## config.mk

```make
export PLATFORM = sky130hd
export DESIGN_NAME = epe_ctrl
export DESIGN_NICKNAME = d
export VERILOG_FILES = /design/src/shared/epe_pkg.sv /design/src/verilog/epe_sync3.sv /design/src/verilog/epe_ctrl.sv
export SDC_FILE = /design/constraint.sdc
export NUM_CORES = 2
export LEC_CHECK = 0
export ABC_CLOCK_PERIOD_IN_PS = 46100
export BUFFER_PORTS_ARGS = -buffer_cell sky130_fd_sc_hd__buf_2
export CORE_MARGIN = 2
export CORE_UTILIZATION = 50
export CTS_CLUSTER_SIZE = 30
export DETAILED_ROUTE_END_ITERATION = 8
export PLACE_DENSITY = 0.63
export SETUP_SLACK_MARGIN = 0.5
export SLEW_MARGIN = 40
export SYNTH_ARGS = -nofsm -noshare
export SYNTH_HDL_FRONTEND = slang
export SYNTH_HIERARCHICAL = 1
export SYNTH_SLANG_ARGS = --single-unit
export TNS_END_PERCENT = 5
```

## constraint.sdc

```tcl
create_clock -name mclk -period 46.1 [get_ports mclk]
set_input_delay 9.22 -clock mclk [delete_from_list [all_inputs] [get_ports mclk]]
set_output_delay 9.22 -clock mclk [all_outputs]
set_load 0.01 [all_outputs]
```

## src/shared/epe_pkg.sv

```systemverilog
package epe_pkg;

    // ----------------------------------------------------------------
    // Array geometry
    // ----------------------------------------------------------------
    localparam int ARRAY_BYTES   = 128;
    localparam int ADDR_W        = 7;
    localparam int BLOCK_BYTES   = 32;
    localparam int BLOCK_SHIFT   = 5;
    localparam int DATA_W        = 8;
    localparam logic [7:0] ERASED_BYTE = 8'hff;

    // ----------------------------------------------------------------
    // Control register bit positions and reset value
    // ----------------------------------------------------------------
    localparam int BIT_PGM   = 0;
    localparam int BIT_RC    = 1;
    localparam int BIT_LATCH = 2;
    localparam int BIT_ERLO  = 3;
    localparam int BIT_ERHI  = 4;
    localparam int BIT_PUMP  = 6;
    localparam int BIT_LVI   = 7;
    localparam logic [7:0] CTRL_RESET = 8'h00;

    // ----------------------------------------------------------------
    // Timing, informative for software only
    // ----------------------------------------------------------------
    localparam real RC_SWITCH_MHZ = 1.5;
    localparam real MCLK_MHZ      = 250.0;
    // Software waits in mclk cycles; plain defaults, real pulses are far longer
    localparam int RC_STARTUP_TIME   = 16;
    localparam int BYTE_PROGRAM_TIME = 20;
    localparam int BYTE_ERASE_TIME   = 20;
    localparam int BLOCK_ERASE_TIME  = 40;
    localparam int BULK_ERASE_TIME   = 60;
    localparam int VOLTAGE_FALL_TIME = 8;

    typedef enum logic [1:0] {
        EPE_MODE_PROGRAM,
        EPE_MODE_BYTE_ERASE,
        EPE_MODE_BLOCK_ERASE,
        EPE_MODE_BULK_ERASE
    } epe_mode_e;

    typedef enum {
        EPE_IDLE,
        EPE_ARMED,
        EPE_PULSE
    } epe_state_e;

    // Control bits as software sees them
    typedef struct packed {
        logic lvi;
        logic pump_en;
        logic rsvd;
        logic er_hi;
        logic er_lo;
        logic latch;
        logic rc_sel;
        logic pgm;
    } epe_ctrl_s;

    // One CPU access to the array region
    typedef struct packed {
        logic              wr;
        logic              rd;
        logic [ADDR_W-1:0] addr;
        logic [DATA_W-1:0] wdata;
    } epe_acc_s;

endpackage

```

## src/verilog/epe_sync3.sv

```systemverilog
`timescale 1ns/100ps
module epe_sync3
    import epe_pkg::*;
(
    input  wire logic mclk,
    input  wire logic rst,
    input  wire logic async_in,
    output logic      sync_out
);
    // ----------------------------------------------------------------
    // Three stages; a change counts once stages two and three agree
    // ----------------------------------------------------------------
    logic s1_q;
    logic s2_q;
    logic s3_q;

    always_ff @(posedge mclk or posedge rst) begin
        if (rst) begin
            s1_q     <= 1'b0;
            s2_q     <= 1'b0;
            s3_q     <= 1'b0;
            sync_out <= 1'b0;
        end else begin
            s1_q <= async_in;
            s2_q <= s1_q;
            s3_q <= s2_q;
            if (s2_q == s3_q) begin
                sync_out <= s3_q;
            end
        end
    end
endmodule

```

## src/verilog/epe_ctrl.sv

```systemverilog
`timescale 1ns/100ps
module epe_ctrl
    import epe_pkg::*;
(
    input  wire logic              mclk,
    input  wire logic              rst,
    input  wire logic              rc_clk,
    input  wire logic              low_voltage_pin,
    input  wire logic              ctrl_wr,
    input  wire logic [7:0]        ctrl_wdata,
    output logic      [7:0]        ctrl_rdata,
    input  wire epe_acc_s          acc,
    output logic      [DATA_W-1:0] arr_rdata,
    output logic                   arr_rd_blocked,
    output logic                   pump_on,
    output logic                   program_power_active,
    output logic                   timing_clk_rc,
    output logic                   timing_clk
);
    // ----------------------------------------------------------------
    // Storage and control state
    // ----------------------------------------------------------------
    logic [DATA_W-1:0] mem_q [ARRAY_BYTES];
    epe_ctrl_s         ctrl_q;
    epe_ctrl_s         ctrl_d;
    epe_ctrl_s         wr_v;
    logic              low_voltage_inhibit_flag;
    logic [ADDR_W-1:0] cap_addr_q;
    logic [DATA_W-1:0] cap_data_q;
    logic              cap_valid_q;
    logic              pgm_prev_q;
    logic [DATA_W-1:0] rdata_q;

    epe_sync3 u_lvi_sync (
        .mclk     (mclk),
        .rst      (rst),
        .async_in (low_voltage_pin),
        .sync_out (low_voltage_inhibit_flag)
    );

    // ----------------------------------------------------------------
    // Control register next value
    // ----------------------------------------------------------------
    assign wr_v = epe_ctrl_s'(ctrl_wdata);

    always_comb begin
        ctrl_d = ctrl_q;
        if (ctrl_wr) begin
            ctrl_d.latch  = wr_v.latch;
            ctrl_d.rc_sel = wr_v.rc_sel;
            ctrl_d.er_hi  = wr_v.er_hi;
            ctrl_d.er_lo  = wr_v.er_lo;
            ctrl_d.pump_en = wr_v.pump_en;
            if (ctrl_q.latch) begin
                ctrl_d.pgm = wr_v.pgm;
            end else begin
                ctrl_d.pgm = 1'b0;
            end
        end
        if (low_voltage_inhibit_flag) begin
            // Inhibit clears bits 0..6 and blocks any write setting them
            ctrl_d.latch  = 1'b0;
            ctrl_d.rc_sel = 1'b0;
            ctrl_d.pgm    = 1'b0;
            ctrl_d.pump_en = 1'b0;
            ctrl_d.er_hi  = 1'b0;
            ctrl_d.er_lo  = 1'b0;
        end
        ctrl_d.rsvd = 1'b0;
        ctrl_d.lvi  = low_voltage_inhibit_flag;
    end

    always_ff @(posedge mclk or posedge rst) begin
        if (rst) begin
            ctrl_q <= epe_ctrl_s'(CTRL_RESET);
        end else begin
            ctrl_q <= ctrl_d;
        end
    end

    assign ctrl_rdata = ctrl_q;

    // ----------------------------------------------------------------
    // Clock source and power status
    // ----------------------------------------------------------------
    // Plain mux: software must wait RC start-up before relying on it
    assign timing_clk_rc        = ctrl_q.rc_sel;
    assign timing_clk           = ctrl_q.rc_sel ? rc_clk : mclk;
    assign pump_on              = ctrl_q.pgm | ctrl_q.pump_en;
    assign program_power_active = ctrl_q.pgm;

    // ----------------------------------------------------------------
    // Capture of array writes
    // ----------------------------------------------------------------
    wire cap_write = acc.wr & ctrl_q.latch;
    wire pgm_rise  = ctrl_q.pgm & ~pgm_prev_q;
    wire act_go    = pgm_rise & cap_valid_q;
    wire [1:0] mode_w = {ctrl_q.er_hi, ctrl_q.er_lo};

    always_ff @(posedge mclk or posedge rst) begin
        if (rst) begin
            cap_addr_q  <= '0;
            cap_data_q  <= '0;
            cap_valid_q <= 1'b0;
            pgm_prev_q  <= 1'b0;
        end else begin
            pgm_prev_q <= ctrl_q.pgm;
            if (cap_write) begin
                cap_addr_q  <= acc.addr;
                cap_data_q  <= acc.wdata;
                cap_valid_q <= 1'b1;
            end else if (!ctrl_q.latch) begin
                cap_valid_q <= 1'b0;
            end
        end
    end

    // ----------------------------------------------------------------
    // Array: one action at the rising edge of programming power
    // ----------------------------------------------------------------
    // Without analog cells the pulse length is not modelled; the effect
    // lands when power comes on and software owns the duration.
    genvar gi;
    generate
        for (gi = 0; gi < ARRAY_BYTES; gi++) begin : g_cell
            localparam logic [ADDR_W-1:0] CELL_ADDR = ADDR_W'(gi);
            wire in_blk = (cap_addr_q[ADDR_W-1:BLOCK_SHIFT] ==
                           CELL_ADDR[ADDR_W-1:BLOCK_SHIFT]);
            wire hit    = (cap_addr_q == CELL_ADDR);
            always_ff @(posedge mclk or posedge rst) begin
                if (rst) begin
                    mem_q[gi] <= ERASED_BYTE;
                end else if (act_go) begin
                    case (epe_mode_e'(mode_w))
                        EPE_MODE_PROGRAM: begin
                            if (hit) begin
                                mem_q[gi] <= mem_q[gi] & cap_data_q;
                            end
                        end
                        EPE_MODE_BYTE_ERASE: begin
                            if (hit) begin
                                mem_q[gi] <= ERASED_BYTE;
                            end
                        end
                        EPE_MODE_BLOCK_ERASE: begin
                            if (in_blk) begin
                                mem_q[gi] <= ERASED_BYTE;
                            end
                        end
                        EPE_MODE_BULK_ERASE: begin
                            mem_q[gi] <= ERASED_BYTE;
                        end
                        default: begin
                            mem_q[gi] <= mem_q[gi];
                        end
                    endcase
                end
            end
        end
    endgenerate

    // ----------------------------------------------------------------
    // Reads
    // ----------------------------------------------------------------
    assign arr_rd_blocked = ctrl_q.latch & cap_valid_q;

    always_ff @(posedge mclk or posedge rst) begin
        if (rst) begin
            rdata_q <= '0;
        end else if (acc.rd) begin
            rdata_q <= arr_rd_blocked ? '0 : mem_q[acc.addr];
        end
    end
    assign arr_rdata = rdata_q;

    // ----------------------------------------------------------------
    // Checks
    // ----------------------------------------------------------------
    AST_PGM_NEEDS_LATCH: assert property (@(posedge mclk) disable iff (rst)
        ctrl_q.pgm |-> $past(ctrl_q.latch))
        else $error("power bit set without prior capture");
    AST_NO_DOUBLE_SET: assert property (@(posedge mclk) disable iff (rst)
        (ctrl_wr && !ctrl_q.latch) |=> !ctrl_q.pgm)
        else $error("capture and power set by one write");
    AST_LVI_CLEARS: assert property (@(posedge mclk) disable iff (rst)
        low_voltage_inhibit_flag |=> (ctrl_q[6:0] == 7'h00))
        else $error("inhibit did not clear control bits");
    AST_RC_CLEAR: assert property (@(posedge mclk) disable iff (rst)
        low_voltage_inhibit_flag |=> !timing_clk_rc)
        else $error("clock select survived inhibit");
    AST_PWR_STATUS: assert property (@(posedge mclk) disable iff (rst)
        $changed(program_power_active) |-> $past(ctrl_wr || low_voltage_inhibit_flag))
        else $error("power status moved without a write or inhibit");
    AST_CAPTURE: assert property (@(posedge mclk) disable iff (rst)
        cap_write |=> (cap_addr_q == $past(acc.addr)) && arr_rd_blocked)
        else $error("write in capture mode not latched");
    AST_NO_CAPTURE: assert property (@(posedge mclk) disable iff (rst)
        (acc.wr && !ctrl_q.latch) |=> $stable(cap_data_q))
        else $error("latch changed while capture clear");
    AST_PUMP_LVI: assert property (@(posedge mclk) disable iff (rst)
        (low_voltage_inhibit_flag && ctrl_wr && ctrl_wdata[BIT_PUMP]) |=> !ctrl_q.pump_en)
        else $error("pump enable set during inhibit");
    COV_PROGRAM: cover property (@(posedge mclk) disable iff (rst)
        act_go && mode_w == 2'h0);
    COV_BLOCK: cover property (@(posedge mclk) disable iff (rst)
        act_go && mode_w == 2'h2);
    COV_LVI_ABORT: cover property (@(posedge mclk) disable iff (rst)
        ctrl_q.pgm ##1 low_voltage_inhibit_flag);
endmodule

```

==> impl_metrics.toml <==
[outcome]
status = "finished, final reports clean"

[power]
finalPower_mw = 2.294
power_density_nw_per_um2 = 42.28
ir_worst_vdd_mv = 0.03281
p_leak_nw = 25.39

[clock_network]
cts_tree = "done"
clk-insertion-delay-late_ps = 810
path_clk_slew_ps = 50
post_cts_resized = 0
hold_buffers = 0
cts_setup_buffers = 0

[worst_setup_path]
required_ps = 36880
worstPathArrival_ps = 23680
path_max_fanout = 2
crit_path_end_kind = "primary output"
crit_type = "clock port to primary output"
startpoint_type = "clock port"

[detailed_routing]
wl_met3_um = 10780
wl_met1_um = 64830
drt_iter0_drc = 3542
drt-pass1-iter-count = 5
routed_via_density = 6.146
ant_nets = 0
wl_per_cell_um = 24.39
finalWirelength_um = 147100
drc = 0
dr.max_layer_used = "met4"
dr_total_vias = 37060
wl_met2_um = 65800

[timing]
setup_tns_ps = 0
layout_setup_ws_ps = 13200
rsz0062_at_grt = "false"
maxSlewViolCount = 0
slew_headroom_pct = 39.10
whs_ps = 356.6
setup_viol = 0
tightest_slew_ps = 911.3
skew_ps = 28.20
hold_viol = 0

[global_routing]
grt_pass1_vias = 36860
grt_pass1_wl_um = 227900
gr-total-overflow = 0
grt_max_degree = 125
track_usage_pct = 28.94
antenna_found_initial = 1

[yosys]
async_flop_share_pct = 100.0
yosys.area.top_type = "dfstp_2"
yosysTopAreaCellShare_pct = 54.22
synthDistinctLibCells = 46
synth_edf_count = 0
yosysSeqAreaShare_pct = 56.03
ys_ff_latch = 1060
synthTopCellsByArea = "dfstp_2, o21ai_0, nand2_1"
ys.flop_type = "dfstp_2"
avgSynthCellArea_um2 = 10.23
netlist_area_um2 = 49620
postSynthCellCount = 4850
ys.warnings.count = 6
syn_nets = 4880

[job]
maxCapViolations = 0

[place]
gp_congestion = 0.8830
dp_hpwl_um = 90620
dpl_cell_area_um2 = 50290
port_buffers = 47
pre_cts_slack_ps = 13460

[floorplan]
core-area_um2 = 98420
pin_count = 51
die_y_um = 319.0
core.rowCount = 115
dieArea_um2 = 101800
die_w_um = 319.0
initial_core_util_pct = 50.42

[hold_path]
hold_class = "register to register"

[final_layout]
final_nets = 4684
multi_input_area_um2 = 19930
areaGrowthSynthToFinish_pct = 9.326
nFillCells = 8428
final_cell_area_um2 = 54250
regArea_um2 = 27840
drive_gt1_share_pct = 32.18
[layout make-up]
class | instances | area share [%]
clock buffers | 174 | 6.536
well taps | 1287 | 2.968
multi-input cells | 3364 | 36.73
inverters | 4 | 0.05074
diodes | 1 | 0.004613
clock inverters | 31 | 0.6066
repair buffers | 109 | 1.785
flip-flops and latches | 1060 | 51.32
[synth_stat cells, types with 42 or more instances]
cell type	instances
buf_2	42
mux2i_1	301
dfstp_2	1024
o21ai_1	128
o22ai_1	48
clkbuf_1	318
o21ai_0	1073
a22oi_1	80
mux2_2	47
a21oi_1	57
nand2_1	1066
nand2b_1	137
nor2_1	155
mux4_2	104
[logic make-up after synthesis]
group	Yosys count	share of synthesized area, %
flip-flops	1060	56.03
adder cells (fa/ha/maj)	1	0.02269
AO/OA/AOI/OAI	1474	16.13
buffers and inverters	426	4.054
multiplexers	452	11.86
other	1	0.007557
AND/OR/NAND/NOR	1436	11.90
[sequential cells by signal (all words and copies together) (netlist names)]
name and cells:
arr_rdata 8, pgm_prev_q 1, u_lvi_sync/s1_q 1, program_power_active 1, cap_addr_q 7, timing_clk_rc 1, cap_data_q 8, u_lvi_sync/sync_out 1
cap_valid_q 1, u_lvi_sync/s2_q 1, ctrl_rdata 5, mem_q 1024, u_lvi_sync/s3_q 1
[stage by stage]
step	cells	utilization (%)
final	6030	55.12
after CTS	6026	55.03
after detailed placement	5822	51.10
after global placement	5814	50.77
after floorplan	4850	-
after global routing	6029	55.12
[worst paths after layout]
path,start,endpoint,slack [ps],depth (start not counted)
max,mclk,timing_clk,13200,4
min,u_lvi_sync/s1_q$_DFF_PP0_,u_lvi_sync/s2_q$_DFF_PP0_,360,0
max reg2reg,ctrl_rdata[4]$_DFFE_PP0P_,mem_q[156]$_DFFE_PP1P_,42930,8
min reg2reg,u_lvi_sync/s1_q$_DFF_PP0_,u_lvi_sync/s2_q$_DFF_PP0_,360,0
max in group asynchronous,rst,mem_q[437]$_DFFE_PP1P_,34710,6
min in group asynchronous,rst,u_lvi_sync/s3_q$_DFF_PP0_,8350,2
[metal layers]
metal | track usage [%] | vias to the layer above
li1 | - | 16470
met5 | 0 | -
met1 | 41.13 | 18980
met4 | 11.75 | 0
met2 | 43.91 | 1374
met3 | 5.366 | 241
[where the power goes]
group          switching, mW  internal (mW)
clock network          0.383          0.560
registers             0.0648           1.01
logic                  0.208         0.0684
total                  0.656           1.64
[critical path, stage by stage]
cell and delay (ps):
clkbuf_16 120, clkbuf_16 130, mux2_2 240, buf_2 140
[cells in the final DEF, fill, tap and decap left out, types with 20 or more instances in the layout]
| master | Yosys | final |
|---|---|---|
| mux4_2 | 104 | 104 |
| buf_6 | 26 | 22 |
| dfrtp_1 | 36 | 27 |
| dfstp_2 | 1024 | 1024 |
| o21ai_0 | 1073 | 1073 |
| o22ai_1 | 48 | 48 |
| nor2_1 | 155 | 154 |
| clkinv_2 | 0 | 20 |
| clkbuf_16 | 0 | 119 |
| nand2b_1 | 137 | 136 |
| nand2_1 | 1066 | 1057 |
| clkbuf_8 | 0 | 36 |
| o221ai_1 | 24 | 24 |
| mux2_2 | 47 | 47 |
| a22oi_1 | 80 | 80 |
| o21ai_1 | 128 | 128 |
| buf_4 | 19 | 30 |
| buf_2 | 42 | 45 |
| a21oi_1 | 57 | 53 |
| nand3_1 | 36 | 30 |
| mux2i_1 | 301 | 301 |
Power figures use the tool's default switching activity.
